`config.mk`:
```
export PLATFORM = sky130hd
export DESIGN_NAME = async_serial_transceiver
export DESIGN_NICKNAME = d
export VERILOG_FILES = /design/src/rtl/uart_pkg.sv /design/src/rtl/async_serial_transceiver.sv /design/src/rtl/uart_fifo.sv
export VERILOG_INCLUDE_DIRS = /design/src /design/src/rtl
export SDC_FILE = /design/constraint.sdc
export NUM_CORES = 1
export LEC_CHECK = 0
export BUFFER_PORTS_ARGS = -buffer_cell sky130_fd_sc_hd__buf_2
export CAP_MARGIN = 20
export CORE_UTILIZATION = 29
export DETAILED_ROUTE_END_ITERATION = 8
export PLACE_DENSITY = 0.4
export SYNTH_ARGS = -nofsm -noshare
export SYNTH_HDL_FRONTEND = slang
export SYNTH_SLANG_ARGS = --single-unit
```
`constraint.sdc`:
```
create_clock -name i_sys_clk -period 4.7 [get_ports i_sys_clk]
set_input_delay 0.94 -clock i_sys_clk [delete_from_list [all_inputs] [get_ports i_sys_clk]]
set_output_delay 0.94 -clock i_sys_clk [all_outputs]
set_load 0.02 [all_outputs]
```
`src/rtl/uart_map.svh`:
```
/*
 * register offsets, field positions, reset values and timing counts of the serial transceiver.
 * assumes byte addresses on an 8-bit register port with one 32-bit word per register.
 */
`ifndef UART_MAP_SVH
`define UART_MAP_SVH
`define OFF_DATA 8'h00
`define OFF_RSR 8'h04
`define OFF_FLAG 8'h18
`define OFF_IBRD 8'h24
`define OFF_FBRD 8'h28
`define OFF_LCR 8'h2c
`define OFF_CTL 8'h30
`define OFF_LVL 8'h34
`define LCR_BRK 0
`define LCR_PEN 1
`define LCR_EPS 2
`define LCR_STP2 3
`define LCR_FEN 4
`define LCR_WLEN 6:5
`define LCR_SPS 7
`define CTL_EN 0
`define CTL_TXE 8
`define CTL_RXE 9
`define CTL_RESET 10'h300
`define LVL_RESET 6'h12
`define RSR_FE 0
`define RSR_PE 1
`define RSR_BE 2
`define RSR_OE 3
`define RSR_SE 4
`define FLG_BUSY 3
`define FLG_RXFE 4
`define FLG_TXFF 5
`define FLG_RXFF 6
`define FLG_TXFE 7
`define FRAC_ONE 23'h40
`define START_SAMPLE 4'h7
`define LAST_TICK 4'hf
`endif

```
`src/rtl/uart_pkg.sv`:
```
/*
 * types shared by the serial transceiver.
 * assumes nothing of its surroundings.
 */
package uart_pkg;
	typedef enum logic [2:0] {
		ST_IDLE = 3'b000,
		ST_START = 3'b001,
		ST_DATA = 3'b010,
		ST_PARITY = 3'b011,
		ST_STOP = 3'b100
	} frame_state_e;
endpackage

```
`src/rtl/async_serial_transceiver.sv`:
```
/*
 * asynchronous serial transmitter and receiver with fractional baud generator and fifos.
 * assumes a plain register port (read data one cycle after the read strobe) and a serial input
 * already synchronous to i_sys_clk.
 */
`timescale 1ns/1ps
`include "uart_map.svh"

// How it works
// RULE1: start, data lsb first, parity, stop bits
// RULE2: receiver flags overrun, parity, framing, break per character
// RULE3: two sixteen-entry fifos, four status bits
// RULE4: divisor is 16 integer plus 6 fraction
// RULE5: divisor equals clock over sixteen times baud
// RULE6: sixteen-times tick paces both directions
// RULE7: divisor loads only on line-control write
// RULE8: separate direction enables, both on after reset
// RULE9: software disables before reprogramming control
// RULE10: disable lets current character finish
// RULE11: fifo write starts back-to-back transmission
// RULE12: busy until fifo empty and stop sent
// RULE13: start checked on eighth tick, else error
// RULE14: data sampled every sixteenth tick
// RULE15: parity sampled right after last data
// RULE16: low stop sample raises framing error
// RULE17: five to eight data bits
// RULE18: even, odd, stick or no parity
// RULE19: one or two stop bits
// RULE20: break driven on transmit, detected on receive
// RULE21: fifo thresholds at eighths of depth
// RULE22: fifos can run one entry deep
// RULE23: fifos single-entry after reset until enabled
// RULE24: break is low for whole character
module async_serial_transceiver #(
	parameter int DEPTH = 16
) (
	// clock and reset
	input wire logic i_sys_clk,
	input wire logic i_rstn,
	// register port
	input wire logic [7:0] i_addr,
	input wire logic [31:0] i_wdata,
	input wire logic i_wr,
	input wire logic i_rd,
	output logic [31:0] o_rdata,
	// serial line
	input wire logic i_serial_in,
	output logic o_serial_out,
	// status
	output logic o_busy,
	output logic o_tx_level_hit,
	output logic o_rx_level_hit
);
	localparam int CW = $clog2(DEPTH+1);

	if (DEPTH < 2 || (DEPTH & (DEPTH - 1)) != 0)
	begin : g_bad_depth
		$error("DEPTH must be a power of two of at least 2");
	end

	logic [9:0] control_reg;
	logic [15:0] divisor_integer_reg;
	logic [5:0] divisor_fraction_reg;
	logic [7:0] line_control_reg;
	logic [21:0] divisor_value_reg;
	logic [5:0] level_sel_reg;
	logic [4:0] receive_status_reg;
	logic [22:0] acc_reg;
	logic oversample_tick;
	logic [22:0] acc_sum;
	uart_pkg::frame_state_e tx_state_reg;
	logic [3:0] tx_tick_reg;
	logic [2:0] tx_bit_reg;
	logic [7:0] tx_shift_reg;
	logic tx_par_reg;
	logic tx_stop_first_reg;
	logic tx_line;
	uart_pkg::frame_state_e rx_state_reg;
	logic [3:0] rx_tick_reg;
	logic [2:0] rx_bit_reg;
	logic [7:0] rx_shift_reg;
	logic rx_in_reg;
	logic rx_idle_ok_reg;
	logic rx_zero_reg;
	logic rx_pe_reg;
	logic rx_oe_pend_reg;
	logic rx_push_ev;
	logic [11:0] rx_push_data;
	logic global_enable;
	logic tx_enable;
	logic rx_enable;
	logic fifo_enable;
	logic [2:0] last_bit;
	logic tx_push;
	logic tx_pop;
	logic tx_full;
	logic tx_empty;
	logic [7:0] tx_data;
	logic [CW-1:0] tx_count;
	logic rx_pop;
	logic rx_full;
	logic rx_empty;
	logic [11:0] rx_data;
	logic [CW-1:0] rx_count;
	logic rsr_clear;

	function automatic logic parity_of(input logic [7:0] data, input logic [7:0] lcr);
		logic [7:0] mask;
		logic p;
		mask = 8'hff >> (2'h3 - lcr[`LCR_WLEN]);
		p = ^(data & mask);
		if (lcr[`LCR_SPS])
			parity_of = ~lcr[`LCR_EPS]; // RULE18
		else
			parity_of = lcr[`LCR_EPS] ? p : ~p; // RULE18
	endfunction

	function automatic logic [CW-1:0] threshold(input logic [2:0] sel);
		logic [3:0] eighths;
		case (sel)
			3'h0: eighths = 4'h1;
			3'h1: eighths = 4'h2;
			3'h3: eighths = 4'h6;
			3'h4: eighths = 4'h7;
			default: eighths = 4'h4;
		endcase
		threshold = CW'(int'(eighths) * DEPTH / 8); // RULE21
	endfunction

	assign global_enable = control_reg[`CTL_EN];
	assign tx_enable = control_reg[`CTL_TXE];
	assign rx_enable = control_reg[`CTL_RXE];
	assign fifo_enable = line_control_reg[`LCR_FEN];
	assign last_bit = 3'h4 + {1'b0, line_control_reg[`LCR_WLEN]}; // RULE17
	assign tx_push = i_wr && i_addr == `OFF_DATA;
	assign rx_pop = i_rd && i_addr == `OFF_DATA;
	assign rsr_clear = i_wr && i_addr == `OFF_RSR;

	uart_fifo #(.WIDTH(8), .DEPTH(DEPTH)) u_tx_fifo ( // RULE3
		.i_clk(i_sys_clk),
		.i_rstn(i_rstn),
		.i_deep(fifo_enable), // RULE23
		.i_push(tx_push),
		.i_data(i_wdata[7:0]),
		.o_full(tx_full),
		.i_pop(tx_pop),
		.o_data(tx_data),
		.o_empty(tx_empty),
		.o_count(tx_count)
	);

	uart_fifo #(.WIDTH(12), .DEPTH(DEPTH)) u_rx_fifo ( // RULE3
		.i_clk(i_sys_clk),
		.i_rstn(i_rstn),
		.i_deep(fifo_enable), // RULE23
		.i_push(rx_push_ev),
		.i_data(rx_push_data),
		.o_full(rx_full),
		.i_pop(rx_pop),
		.o_data(rx_data),
		.o_empty(rx_empty),
		.o_count(rx_count)
	);

	// configuration registers
	always_ff @(posedge i_sys_clk)
	begin
		if (!i_rstn)
		begin
			control_reg <= `CTL_RESET; // RULE8
			divisor_integer_reg <= 16'h0000;
			divisor_fraction_reg <= 6'h00;
			line_control_reg <= 8'h00; // RULE23
			divisor_value_reg <= 22'h000000;
			level_sel_reg <= `LVL_RESET;
		end
		else if (i_wr)
		begin
			case (i_addr)
				`OFF_CTL: control_reg <= {i_wdata[9:8], 7'h00, i_wdata[0]};
				`OFF_IBRD: divisor_integer_reg <= i_wdata[15:0];
				`OFF_FBRD: divisor_fraction_reg <= i_wdata[5:0];
				`OFF_LCR:
				begin
					line_control_reg <= i_wdata[7:0];
					divisor_value_reg <= {divisor_integer_reg, divisor_fraction_reg}; // RULE7
				end
				`OFF_LVL: level_sel_reg <= i_wdata[5:0];
				default: ;
			endcase
		end
	end

	// fractional baud generator: 64 per clock against a divisor in 1/64ths
	assign acc_sum = acc_reg + `FRAC_ONE;

	always_ff @(posedge i_sys_clk)
	begin
		if (!i_rstn || divisor_value_reg[21:6] == 16'h0000)
		begin
			acc_reg <= 23'h000000;
			oversample_tick <= 1'b0;
		end
		else if (acc_sum >= {1'b0, divisor_value_reg}) // RULE4 RULE5
		begin
			acc_reg <= acc_sum - {1'b0, divisor_value_reg};
			oversample_tick <= 1'b1; // RULE6
		end
		else
		begin
			acc_reg <= acc_sum;
			oversample_tick <= 1'b0;
		end
	end

	// transmitter
	assign tx_pop = tx_state_reg == uart_pkg::ST_IDLE && global_enable && tx_enable && !tx_empty; // RULE11 RULE8

	always_ff @(posedge i_sys_clk)
	begin
		if (!i_rstn)
		begin
			tx_state_reg <= uart_pkg::ST_IDLE;
			tx_tick_reg <= 4'h0;
			tx_bit_reg <= 3'h0;
			tx_shift_reg <= 8'h00;
			tx_par_reg <= 1'b0;
			tx_stop_first_reg <= 1'b0;
		end
		else if (tx_pop)
		begin
			tx_state_reg <= uart_pkg::ST_START;
			tx_tick_reg <= 4'h0;
			tx_shift_reg <= tx_data;
			tx_par_reg <= parity_of(tx_data, line_control_reg);
		end
		else if (oversample_tick && tx_state_reg != uart_pkg::ST_IDLE)
		begin
			tx_tick_reg <= tx_tick_reg + 4'h1;
			if (tx_tick_reg == `LAST_TICK) // RULE6
			begin
				unique case (tx_state_reg)
					uart_pkg::ST_START:
					begin
						tx_state_reg <= uart_pkg::ST_DATA;
						tx_bit_reg <= 3'h0;
					end
					uart_pkg::ST_DATA:
					begin
						tx_shift_reg <= {1'b0, tx_shift_reg[7:1]}; // RULE1
						tx_bit_reg <= tx_bit_reg + 3'h1;
						if (tx_bit_reg == last_bit)
						begin
							tx_state_reg <= line_control_reg[`LCR_PEN] ? uart_pkg::ST_PARITY : uart_pkg::ST_STOP;
							tx_stop_first_reg <= line_control_reg[`LCR_STP2];
						end
					end
					uart_pkg::ST_PARITY: tx_state_reg <= uart_pkg::ST_STOP;
					uart_pkg::ST_STOP:
					begin
						tx_stop_first_reg <= 1'b0;
						if (!tx_stop_first_reg) // RULE19
							tx_state_reg <= uart_pkg::ST_IDLE; // RULE10
					end
					uart_pkg::ST_IDLE: ;
				endcase
			end
		end
	end

	always_comb
	begin
		unique case (tx_state_reg)
			uart_pkg::ST_START: tx_line = 1'b0;
			uart_pkg::ST_DATA: tx_line = tx_shift_reg[0];
			uart_pkg::ST_PARITY: tx_line = tx_par_reg;
			uart_pkg::ST_STOP: tx_line = 1'b1;
			uart_pkg::ST_IDLE: tx_line = 1'b1;
			default: tx_line = 1'b1;
		endcase
	end

	always_ff @(posedge i_sys_clk)
	begin
		if (!i_rstn)
		begin
			o_serial_out <= 1'b1;
			o_busy <= 1'b0;
		end
		else
		begin
			o_serial_out <= tx_line && !line_control_reg[`LCR_BRK]; // RULE1 RULE20
			o_busy <= !tx_empty || tx_state_reg != uart_pkg::ST_IDLE; // RULE12
		end
	end

	// receiver
	assign rx_push_ev = rx_state_reg == uart_pkg::ST_STOP && oversample_tick && rx_tick_reg == `LAST_TICK;
	assign rx_push_data = {rx_oe_pend_reg, rx_zero_reg && !rx_in_reg, rx_pe_reg, !rx_in_reg, rx_shift_reg}; // RULE2 RULE16 RULE24

	always_ff @(posedge i_sys_clk)
	begin
		if (!i_rstn)
		begin
			rx_in_reg <= 1'b1;
			rx_state_reg <= uart_pkg::ST_IDLE;
			rx_tick_reg <= 4'h0;
			rx_bit_reg <= 3'h0;
			rx_shift_reg <= 8'h00;
			rx_idle_ok_reg <= 1'b0;
			rx_zero_reg <= 1'b0;
			rx_pe_reg <= 1'b0;
		end
		else
		begin
			rx_in_reg <= i_serial_in;
			if (rx_state_reg == uart_pkg::ST_IDLE)
			begin
				if (rx_in_reg)
					rx_idle_ok_reg <= 1'b1;
				else if (rx_idle_ok_reg && global_enable && rx_enable) // RULE13 RULE8
				begin
					rx_state_reg <= uart_pkg::ST_START;
					rx_tick_reg <= 4'h0;
					rx_idle_ok_reg <= 1'b0;
				end
			end
			else if (oversample_tick)
			begin
				rx_tick_reg <= rx_tick_reg + 4'h1;
				unique case (rx_state_reg)
					uart_pkg::ST_START:
					begin
						if (rx_tick_reg == `START_SAMPLE) // RULE13
						begin
							rx_tick_reg <= 4'h0;
							rx_bit_reg <= 3'h0;
							rx_shift_reg <= 8'h00;
							rx_zero_reg <= 1'b1;
							rx_pe_reg <= 1'b0;
							rx_state_reg <= rx_in_reg ? uart_pkg::ST_IDLE : uart_pkg::ST_DATA;
						end
					end
					uart_pkg::ST_DATA:
					begin
						if (rx_tick_reg == `LAST_TICK) // RULE14
						begin
							rx_shift_reg[rx_bit_reg] <= rx_in_reg;
							rx_zero_reg <= rx_zero_reg && !rx_in_reg;
							rx_bit_reg <= rx_bit_reg + 3'h1;
							if (rx_bit_reg == last_bit) // RULE17
								rx_state_reg <= line_control_reg[`LCR_PEN] ? uart_pkg::ST_PARITY : uart_pkg::ST_STOP;
						end
					end
					uart_pkg::ST_PARITY:
					begin
						if (rx_tick_reg == `LAST_TICK) // RULE15
						begin
							rx_pe_reg <= rx_in_reg != parity_of(rx_shift_reg, line_control_reg); // RULE18
							rx_zero_reg <= rx_zero_reg && !rx_in_reg; // RULE24
							rx_state_reg <= uart_pkg::ST_STOP;
						end
					end
					uart_pkg::ST_STOP:
					begin
						if (rx_tick_reg == `LAST_TICK) // RULE10
							rx_state_reg <= uart_pkg::ST_IDLE;
					end
					uart_pkg::ST_IDLE: ;
				endcase
			end
		end
	end

	// overrun: a full fifo drops the character and tags the next stored one
	always_ff @(posedge i_sys_clk)
	begin
		if (!i_rstn)
			rx_oe_pend_reg <= 1'b0;
		else if (rx_push_ev)
			rx_oe_pend_reg <= rx_full; // RULE2
	end

	// receive status: hardware set wins over software clear
	always_ff @(posedge i_sys_clk)
	begin
		if (!i_rstn)
			receive_status_reg <= 5'h00;
		else
		begin
			if (rsr_clear)
				receive_status_reg <= 5'h00;
			if (rx_push_ev)
			begin
				if (rx_full)
					receive_status_reg[`RSR_OE] <= 1'b1; // RULE2
				if (!rx_in_reg)
					receive_status_reg[`RSR_FE] <= 1'b1; // RULE16
				if (rx_pe_reg)
					receive_status_reg[`RSR_PE] <= 1'b1;
				if (rx_zero_reg && !rx_in_reg)
					receive_status_reg[`RSR_BE] <= 1'b1; // RULE20
			end
			if (rx_state_reg == uart_pkg::ST_START && oversample_tick && rx_tick_reg == `START_SAMPLE && rx_in_reg)
				receive_status_reg[`RSR_SE] <= 1'b1; // RULE13
		end
	end

	// read data and level outputs
	always_ff @(posedge i_sys_clk)
	begin
		if (!i_rstn)
		begin
			o_rdata <= 32'h00000000;
			o_tx_level_hit <= 1'b0;
			o_rx_level_hit <= 1'b0;
		end
		else
		begin
			o_tx_level_hit <= tx_count <= threshold(level_sel_reg[2:0]); // RULE21
			o_rx_level_hit <= rx_count >= threshold(level_sel_reg[5:3]); // RULE21
			o_rdata <= 32'h00000000;
			if (i_rd)
			begin
				case (i_addr)
					`OFF_DATA: o_rdata <= {20'h00000, rx_empty ? 12'h000 : rx_data};
					`OFF_RSR: o_rdata <= {27'h0000000, receive_status_reg};
					`OFF_FLAG: o_rdata <= {24'h000000, tx_empty, rx_full, tx_full, rx_empty, o_busy, 3'h0};
					`OFF_IBRD: o_rdata <= {16'h0000, divisor_integer_reg};
					`OFF_FBRD: o_rdata <= {26'h0000000, divisor_fraction_reg};
					`OFF_LCR: o_rdata <= {24'h000000, line_control_reg};
					`OFF_CTL: o_rdata <= {22'h000000, control_reg};
					`OFF_LVL: o_rdata <= {26'h0000000, level_sel_reg};
					default: o_rdata <= 32'h00000000;
				endcase
			end
		end
	end
endmodule

```
`src/rtl/uart_fifo.sv`:
```
/*
 * flip-flop fifo with a single-entry mode.
 * assumes push and pop requests are synchronous; a push when full or pop when empty is ignored.
 */
`timescale 1ns/1ps
module uart_fifo #(
	parameter int WIDTH = 8,
	parameter int DEPTH = 16
) (
	// clock and reset
	input wire logic i_clk,
	input wire logic i_rstn,
	// mode: full depth when high, one entry when low
	input wire logic i_deep,
	// fill side
	input wire logic i_push,
	input wire logic [WIDTH-1:0] i_data,
	output logic o_full,
	// drain side
	input wire logic i_pop,
	output logic [WIDTH-1:0] o_data,
	output logic o_empty,
	output logic [$clog2(DEPTH+1)-1:0] o_count
);
	localparam int AW = $clog2(DEPTH);
	localparam int CW = $clog2(DEPTH+1);
	logic [WIDTH-1:0] mem_reg [DEPTH];
	logic [AW-1:0] wr_ptr_reg;
	logic [AW-1:0] rd_ptr_reg;
	logic [CW-1:0] count_reg;
	logic [CW-1:0] cap;
	logic do_push;
	logic do_pop;

	assign cap = i_deep ? CW'(DEPTH) : CW'(1); // RULE22
	assign o_full = count_reg >= cap;
	assign o_empty = count_reg == '0;
	assign o_count = count_reg;
	assign o_data = mem_reg[rd_ptr_reg];
	assign do_push = i_push & ~o_full;
	assign do_pop = i_pop & ~o_empty;

	always_ff @(posedge i_clk)
	begin
		if (do_push)
			mem_reg[wr_ptr_reg] <= i_data;
	end

	always_ff @(posedge i_clk)
	begin
		if (!i_rstn)
		begin
			wr_ptr_reg <= '0;
			rd_ptr_reg <= '0;
			count_reg <= '0;
		end
		else
		begin
			if (do_push)
				wr_ptr_reg <= wr_ptr_reg + AW'(1);
			if (do_pop)
				rd_ptr_reg <= rd_ptr_reg + AW'(1);
			if (do_push && !do_pop)
				count_reg <= count_reg + CW'(1);
			else if (do_pop && !do_push)
				count_reg <= count_reg - CW'(1);
		end
	end
endmodule

```
==> flow_summary.json, run 1 <==
{
  "rows": 100,
  "finalHoldViolCount": 0,
  "cts_sinks": 507,
  "grt_max_degree": 67,
  "clockRootBuffer": "clkbuf_16",
  "n_fill_cell": 7385,
  "cts_tree": "yes",
  "cp.arrival_ns": 4.42,
  "gp_congestion": 0.8036,
  "critPathKind": "reg -> reg",
  "worstPathRequired_ns": 5.19,
  "max_freq_mhz": 254.2,
  "status": "finished clean",
  "synth-warning-count": 0,
  "grt_overflow": 0,
  "cts-resized-gates": 0,
  "final_max_slew_viol_count": 0,
  "fin_nets": 1900,
  "design.die.area_mm2": 0.07724,
  "hold_buffers": 0,
  "ys_top_cells_by_count": "edfxtp_1 (320), nand2_1 (201), dfxtp_1 (187)",
  "peakVddDrop_mv": 0.2949,
  "cts_buffers": 58,
  "die_h_um": 277.9,
  "clk_pin_slew_worst_paths_ns": 0.06,
  "syn_avg_cell_area_um2": 12.84,
  "slew_headroom": 0.3154,
  "r2r_cells": 15,
  "synthCells": 1719,
  "synth_top_area_share": 0.4353,
  "wl_per_cell_um": 20.73,
  "drc": 0,
  "grt_pass1_vias": 13770,
  "synth_flop_cell": "edfxtp_1",
  "drt_iter0_markers": 873,
  "grt_pass1_wl_um": 88420,
  "fin_skew_ns": 0.03277,
  "final_util": 0.3412,
  "drive_gt1_frac": 0.1648,
  "drv_cap": 0,
  "reg2reg_slack_ns": 0.77,
  "antenna_cells": 0,
  "finalSetupViolations": 0,
  "ys_types": 76,
  "p_per_area_mw_per_mm2": 371.8,
  "grt_antenna_before_repair": 0,
  "end_kind": "flip-flop",
  "seq_area_frac_synth": 0.6048,
  "cts_buffer_depth": 3,
  "synth_area_mm2": 0.02208,
  "port_buffers": 48,
  "vias": 13600,
  "ys_seq_elements": 507,
  "synthTopCellsByArea": "edfxtp_1 (44%), dfxtp_1 (17%), mux4_2 (8.2%)",
  "cp-start-kind": "flip-flop",
  "vias_per_cell": 4.834,
  "hp-class": "reg -> reg",
  "wirelength_um": 58330,
  "min_path_cells": 2,
  "synth.most_common_cell": "edfxtp_1",
  "dp_hpwl_um": 40180,
  "synth_edf_count": 320,
  "multi_input_area_mm2": 0.008087,
  "postCtsSetupRepairBufs": 0,
  "syn2layout_area_growth_pct": 15.62,
  "ios": 81,
  "seq_area_mm2": 0.01336,
  "period_share": 0.8369,
  "p_leak_nw": 8.481,
  "crit_path_max_fanout": 26,
  "start_util": 0.2951,
  "rsz0062_at_grt": "no",
  "die_w_um": 277.9,
  "core-area_mm2": 0.07482,
  "synth_top_area_cell": "edfxtp_1",
  "largest_register_ffs": 192,
  "async_flop_share": 0,
  "firstDrtPassIters": 5,
  "min_period_ns": 3.934,
  "insertion_delay_ns": 0.63,
  "tightest_slew_ns": 1.023,
  "fin_setup_tns_ns": 0,
  "grtUsageTotal": 0.1517,
  "ant_nets": 0,
  "htree_levels": 2
}
==> cell usage in the layout, fill, tap and decap left out, drive strengths merged, types with 26 or more instances in the layout <==
| master | Yosys | routed |
|---|---|---|
| inv | 55 | 57 |
| xnor2 | 50 | 50 |
| dfxtp | 187 | 187 |
| nor2 | 153 | 153 |
| edfxtp | 320 | 320 |
| nor3 | 26 | 26 |
| clkbuf | 59 | 71 |
| nand2 | 201 | 201 |
| a21oi | 122 | 122 |
| o21ai | 35 | 35 |
| buf | 38 | 100 |
| ha | 55 | 55 |
| nand3 | 33 | 33 |
| mux4 | 90 | 90 |
| mux2i | 37 | 37 |
==> power breakdown <==
| part | total [W] | switching [W] | internal [W] |
|---|---|---|---|
| Sequential | 0.00470 | 0.00000394 | 0.00470 |
| Combinational | 0.000108 | 0.0000879 | 0.0000203 |
| Clock | 0.00468 | 0.00191 | 0.00277 |
==> layout make-up <==
type,count,share of cell area
flip-flops and latches,507,0.5233
multi-input cells,1075,0.3168
clock buffers,71,0.06298
well taps,969,0.04750
repair buffers,100,0.02568
clock inverters,37,0.01554
inverters,55,0.008185
==> worst max-delay path, cell delays in order (launching register included) <==
cell	delay [ns]
dfxtp_1	0.36
ha_1	0.22
nand2_1	0.10
nor2_1	0.32
nand2_1	0.13
xnor2_1	0.26
ha_1	0.35
and4_1	0.25
nor2b_1	0.18
a311o_1	0.38
or3_4	0.35
a311oi_4	0.32
nor2_2	0.07
buf_4	0.26
mux2i_1	0.20
nor2_1	0.05
==> stage by stage <==
stage | power (W) | hold slack [ns] | area, µm² | std cells | setup WS, ns
4_1_cts | 0.009627 | 0.4530 | 25520 | 2813 | 0.6919
3_5_place_dp | 0.004910 | 0.4462 | 23520 | 2705 | 0.7269
2_1_floorplan | 0.004857 | 0.4319 | 22130 | 1734 | 1.165
3_3_place_gp | 0.004909 | 0.4457 | 23520 | 2705 | 0.7815
5_1_grt | 0.009792 | 0.4798 | 25530 | 2814 | 0.3668
6_report | 0.009490 | 0.4515 | 25530 | 2814 | 0.7665
==> logic make-up after synthesis <==
logic type | synth area share
simple gates | 0.1056
fa+ha+maj | 0.03389
flops | 0.6048
compound gates | 0.08065
mux | 0.1123
xor+xnor | 0.02964
other cells | 0.0001699
buf+inv | 0.03287
==> path summary, 6_finish.rpt <==
check	to	startpoint
max	acc_reg[18]	acc_reg[6]
min	divisor_value_reg[3]	divisor_value_reg[3]
max reg2reg	acc_reg[18]	acc_reg[6]
min reg2reg	divisor_value_reg[3]	divisor_value_reg[3]
==> per-layer routing <==
metal / track usage / up-vias / share of wire
met4: 0.03499 / 0 / 0.016
met1: 0.2196 / 6804 / 0.49
met5: 0 / - / 0
met2: 0.2353 / 243 / 0.45
li1: - / 6495 / -
met3: 0.02586 / 62 / 0.042
No activity file was read; power rests on OpenSTA's default activity.
==> inputs of run 2 (changes only) <==
Clock period 4.7 ns to 3.95 ns, I/O delays scaled along.
==> run 2 against run 1 <==
Routed wire length rose by 1.0%. Clock power increased by 16%. Non-clock buffer count up 34. Global-route usage barely moved. Critical path depth did not move. Worst hold slack got worse by 0.074 ns. Flip-flop and latch count stayed put.
==> flow_summary.json, run 2 (synthesized netlist as in run 1, its figures left out) <==
{
  "status": "finished clean",
  "min_period_ns": 3.694,
  "clk_pin_slew_worst_paths_ns": 0.06,
  "start_util": 0.2951,
  "peakVddDrop_mv": 0.3458,
  "crit_cells": 15,
  "final_common_cell": "edfxtp_1",
  "wl_per_cell_um": 20.70,
  "slew_headroom": 0.4420,
  "r2r_cells": 15,
  "core-area_mm2": 0.07482,
  "holdWs_ns": 0.3773,
  "design.die.area_mm2": 0.07724,
  "tightest_slew_ns": 0.8359,
  "n_fill_cell": 7334,
  "drt_iter0_markers": 1078,
  "drc": 0,
  "path_buf_inv": 1,
  "die_w_um": 277.9,
  "final_max_slew_viol_count": 0,
  "finalHoldViolCount": 0,
  "cts_tree": "yes",
  "min-delay-start": "i_serial_in",
  "maxUsedRoutingLayer": "met5",
  "drv_cap": 0,
  "startpoint": "acc_reg[6]",
  "grt_overflow": 0,
  "cts-resized-gates": 0,
  "vias": 13840,
  "grt_pass1_wl_um": 88500,
  "max_freq_mhz": 270.7,
  "dr_wl_met2_um": 26270,
  "critPathKind": "reg -> reg",
  "dpl_worst_slack_ns": 0.1237,
  "grt_max_degree": 59,
  "die_h_um": 277.9,
  "syn2layout_area_growth_pct": 16.71,
  "reg2reg_to": "acc_reg[11]",
  "cts_sinks": 507,
  "antenna_cells": 0,
  "finalSetupViolations": 0,
  "period_share": 0.9353,
  "postLayoutCellArea_mm2": 0.02577,
  "grtUsageTotal": 0.1515,
  "ios": 81,
  "drt-met1-wl_um": 29070,
  "final_util": 0.3444,
  "p_per_area_mw_per_mm2": 433.3,
  "crit_family": "simple AND/OR/NAND/NOR gates",
  "vias_per_cell": 4.862,
  "port_buffers": 48,
  "cp_common_cell": "ha_1",
  "ant_nets": 0,
  "drive_gt1_frac": 0.1789,
  "min_path_cells": 2,
  "wl_met3_um": 2622,
  "insertion_delay_ns": 0.63,
  "end_kind": "flip-flop",
  "hp-class": "in -> reg",
  "fin_skew_ns": 0.03702,
  "rows": 100,
  "gp_congestion": 0.7855,
  "path_cells": "ha_1, nand2_1, nor2_2, nand3_1, xnor2_2, ha_1, and4_1, nor2b_1, a311o_1, or3_4, a311oi_4, nor2_4, buf_12, mux2i_1, nor2_1",
  "cts_buffers": 58,
  "dp_hpwl_um": 40620,
  "hold_buffers": 0,
  "htree_levels": 2,
  "endpoint": "acc_reg[11]",
  "largest_register_ffs": 192,
  "p_total_w": 0.01116,
  "reg2reg_slack_ns": 0.26,
  "grt_antenna_before_repair": 1,
  "clockRootBuffer": "clkbuf_16",
  "cts_buffer_depth": 3,
  "crit_path_max_fanout": 19,
  "reg2reg_from": "acc_reg[6]",
  "cp-start-kind": "flip-flop",
  "grt_pass1_vias": 13630,
  "cp.arrival_ns": 4.16,
  "p_leak_nw": 8.651,
  "postCtsSetupRepairBufs": 0,
  "crit_slowest_cell": "a311o_1",
  "firstDrtPassIters": 5,
  "most-common-layout-cells": "edfxtp_1 (320), nand2_1 (201), dfxtp_1 (184), nor2_1 (151), a21oi_1 (121)",
  "critPathMaxStageDelay_ns": 0.37,
  "placed_area_mm2": 0.02380,
  "fin_ws_ns": 0.2556,
  "worstPathRequired_ns": 4.42,
  "wirelength_um": 58930,
  "fin_nets": 1934
}
[run 2: changes by cell type in the layout (fill, tap and decap cells not counted), sizes merged]
cell      change
inv           -1
bufinv        -1
clkinv        -6
buf          +34
clkbuf        +8
clkinvlp      -1
[run 2: how the worst min path moves through the flow]
| stage | to | slack [ns] |
|---|---|---|
| floorplan | divisor_value_reg[1] | 0.43 |
| global placement | divisor_value_reg[4] | 0.45 |
| detailed placement | divisor_value_reg[4] | 0.45 |
| CTS | rx_in_reg | 0.35 |
| global route | rx_in_reg | 0.35 |
| finish | rx_in_reg | 0.38 |
[run 2: worst reg2reg max path: stages (launching register included)]
cell,delay [ns]
dfxtp_1,0.36
ha_1,0.22
nand2_1,0.11
nor2_2,0.20
nand3_1,0.16
xnor2_2,0.17
ha_1,0.33
and4_1,0.25
nor2b_1,0.19
a311o_1,0.37
or3_4,0.35
a311oi_4,0.27
nor2_4,0.13
buf_12,0.18
mux2i_1,0.17
nor2_1,0.06
[run 2: through the flow]
stage	cells	TNS, ns
global route	2847	-0.009714
global placement	2740	0
detailed placement	2740	0
finish	2847	0
floorplan	1734	0
CTS	2847	0
[run 2: area by class of cell]
cell class,instances,area (µm²),share of cell area
clock buffer,79,1632,0.06332
timing repair buffer,134,935.9,0.03632
tap,969,1212,0.04705
inverter,55,209.0,0.008109
sequential,507,13360,0.5185
clock inverter,28,317.8,0.01233
multi-input combinational,1075,8102,0.3144
[run 2: metal layers]
metal / vias to the layer above / track usage
met5: - / 0
met3: 73 / 0.02308
met4: 2 / 0.03400
li1: 6555 / -
met1: 6936 / 0.2256
met2: 275 / 0.2303
[run 2: report_power, final]
part           switching [W]  internal [W]
combinational       0.000107     0.0000262
sequential        0.00000457       0.00559
clock                0.00221       0.00322
==> inputs of run 3 (changes only) <==
Settings changed: BUFFER_PORTS_ARGS -buffer_cell sky130_fd_sc_hd__buf_2 to -buffer_cell sky130_fd_sc_hd__clkbuf_2, CTS_BUF_LIST set to sky130_fd_sc_hd__clkbuf_16.
==> run 3 against run 2 <==
Flip-flop and latch count is the same. Critical endpoint is now acc_reg[12]. Combinational power about the same. Sequential power hardly changed. Routed wire length is 0.12% higher. Critical path type unchanged. Via count decreased by 0.64%. Setup slack lost 0.036 ns. Worst hold slack worse by 0.0038 ns.
==> flow_summary.json, run 3 (synthesized netlist as in run 1, its figures left out) <==
{
  "drive_gt1_frac": 0.1732,
  "drt_iter0_markers": 890,
  "hold_buffers": 0,
  "critPathMaxStageDelay_ns": 0.39,
  "critPathKind": "reg -> reg",
  "die_h_um": 277.9,
  "slew_headroom": 0.3112,
  "htree_levels": 2,
  "drt-met1-wl_um": 28750,
  "wl_per_cell_um": 20.78,
  "core-area_mm2": 0.07482,
  "hp-class": "in -> reg",
  "cp-start-kind": "flip-flop",
  "port_buffers": 48,
  "cts_tree": "yes",
  "final_max_slew_viol_count": 0,
  "design.die.area_mm2": 0.07724,
  "grt_antenna_before_repair": 1,
  "syn2layout_area_growth_pct": 16.63,
  "grtUsageTotal": 0.1541,
  "vias": 13750,
  "crit_path_max_fanout": 19,
  "ios": 81,
  "p_total_w": 0.01124,
  "fin_skew_ns": 0.04163,
  "largest_register_ffs": 192,
  "clk_pin_slew_worst_paths_ns": 0.06,
  "min_path_cells": 2,
  "clockRootBuffer": "clkbuf_16",
  "cts_buffers": 57,
  "finalSetupViolations": 0,
  "reg2reg_slack_ns": 0.22,
  "fin_nets": 1925,
  "cts_sinks": 507,
  "cts-resized-gates": 0,
  "most-common-layout-cells": "edfxtp_1 (320), nand2_1 (201), dfxtp_1 (184), nor2_1 (150), a21oi_1 (121)",
  "cts_buffer_depth": 3,
  "min-delay-start": "i_serial_in",
  "status": "finished clean",
  "postLayoutCellArea_mm2": 0.02575,
  "grt_overflow": 0,
  "min_to": "rx_in_reg",
  "final_common_cell": "edfxtp_1",
  "reg2reg_from": "acc_reg[9]",
  "period_share": 0.9445,
  "peakVddDrop_mv": 0.3686,
  "ant_nets": 0,
  "antenna_cells": 0,
  "end_kind": "flip-flop",
  "wl_met3_um": 2536,
  "p_leak_nw": 8.658,
  "r2r_cells": 14,
  "max_freq_mhz": 268.1,
  "rsz0062_at_grt": "no",
  "postCtsSetupRepairBufs": 0,
  "vias_per_cell": 4.843,
  "dp_hpwl_um": 40910,
  "tightest_slew_ns": 1.032,
  "cp.arrival_ns": 4.19,
  "maxUsedRoutingLayer": "met4",
  "drc": 0,
  "firstDrtPassIters": 5,
  "crit_slowest_cell": "dfxtp_1",
  "fin_setup_tns_ns": 0,
  "p_per_area_mw_per_mm2": 436.6,
  "reg2reg_to": "acc_reg[12]",
  "insertion_delay_ns": 0.63,
  "wirelength_um": 59000,
  "grt_pass1_vias": 14070,
  "drv_cap": 0,
  "finalHoldViolCount": 0,
  "grt_pass1_wl_um": 89730,
  "gp_congestion": 0.7906,
  "worstPathRequired_ns": 4.41,
  "die_w_um": 277.9,
  "rows": 100,
  "path_buf_inv": 1,
  "dr_wl_met2_um": 26680,
  "min_period_ns": 3.731,
  "cp_common_cell": "nor2_2",
  "path_cells": "nand3_1, nor2_2, nand4_1, xnor2_1, ha_1, and4_1, nor2b_1, a311o_1, or3_4, a311oi_4, nor2_2, buf_4, mux2i_1, nor2_1",
  "placed_area_mm2": 0.02376,
  "crit_family": "simple AND/OR/NAND/NOR gates",
  "start_util": 0.2951,
  "grt_max_degree": 60
}
## run 3: worst register-to-register path: stages (launching register included)
cell and delay (ns):
dfxtp_1 0.39, nand3_1 0.20, nor2_2 0.23, nand4_1 0.14
xnor2_1 0.28, ha_1 0.36, and4_1 0.24, nor2b_1 0.19
a311o_1 0.37, or3_4 0.35, a311oi_4 0.25, nor2_2 0.08
buf_4 0.24, mux2i_1 0.19, nor2_1 0.06
## run 3: final cells by class
class | instances | area [µm²]
Multi-Input combinational cell | 1075 | 8104
Tap cell | 969 | 1212
Inverter | 55 | 209.0
Clock inverter | 49 | 500.5
Clock buffer | 59 | 1476
Fill cell | 7383 | 49070
Sequential cell | 507 | 13360
Timing Repair Buffer | 126 | 888.4
## run 3: through the flow
| step | hold slack (ns) | utilization | cells | worst slack [ns] |
|---|---|---|---|---|
| floorplan | 0.4319 | - | 1734 | 0.5321 |
| global placement | 0.4423 | 0.3175 | 2732 | 0.1548 |
| detailed placement | 0.4469 | 0.3175 | 2732 | 0.1160 |
| CTS | 0.3441 | 0.3439 | 2840 | 0.08599 |
| global route | 0.3473 | 0.3441 | 2840 | 0.01191 |
| finish | 0.3735 | 0.3441 | 2840 | 0.2194 |
## run 3: worst max path at each step
stage,start,endpoint,depth (start not counted)
2_1_floorplan,u_rx_fifo.o_count[0],u_rx_fifo.o_count[4],14
3_3_place_gp,acc_reg[6],acc_reg[6],15
3_5_place_dp,acc_reg[6],acc_reg[12],15
4_1_cts,acc_reg[6],acc_reg[12],15
5_1_grt,acc_reg[8],acc_reg[18],14
6_report,acc_reg[9],acc_reg[12],14
## run 3: per-layer routing
layer	global-route usage	vias to the layer above
met3	0.02316	71
li1	-	6546
met5	0	-
met2	0.2422	265
met1	0.2225	6871
met4	0.03542	0
## run 3: power breakdown
| part | total [W] | internal (W) | switching [W] |
|---|---|---|---|
| clock | 0.00551 | 0.00329 | 0.00222 |
| sequential | 0.00560 | 0.00559 | 0.00000465 |
| combinational | 0.000133 | 0.0000265 | 0.000106 |
| total | 0.0112 | 0.00891 | 0.00233 |
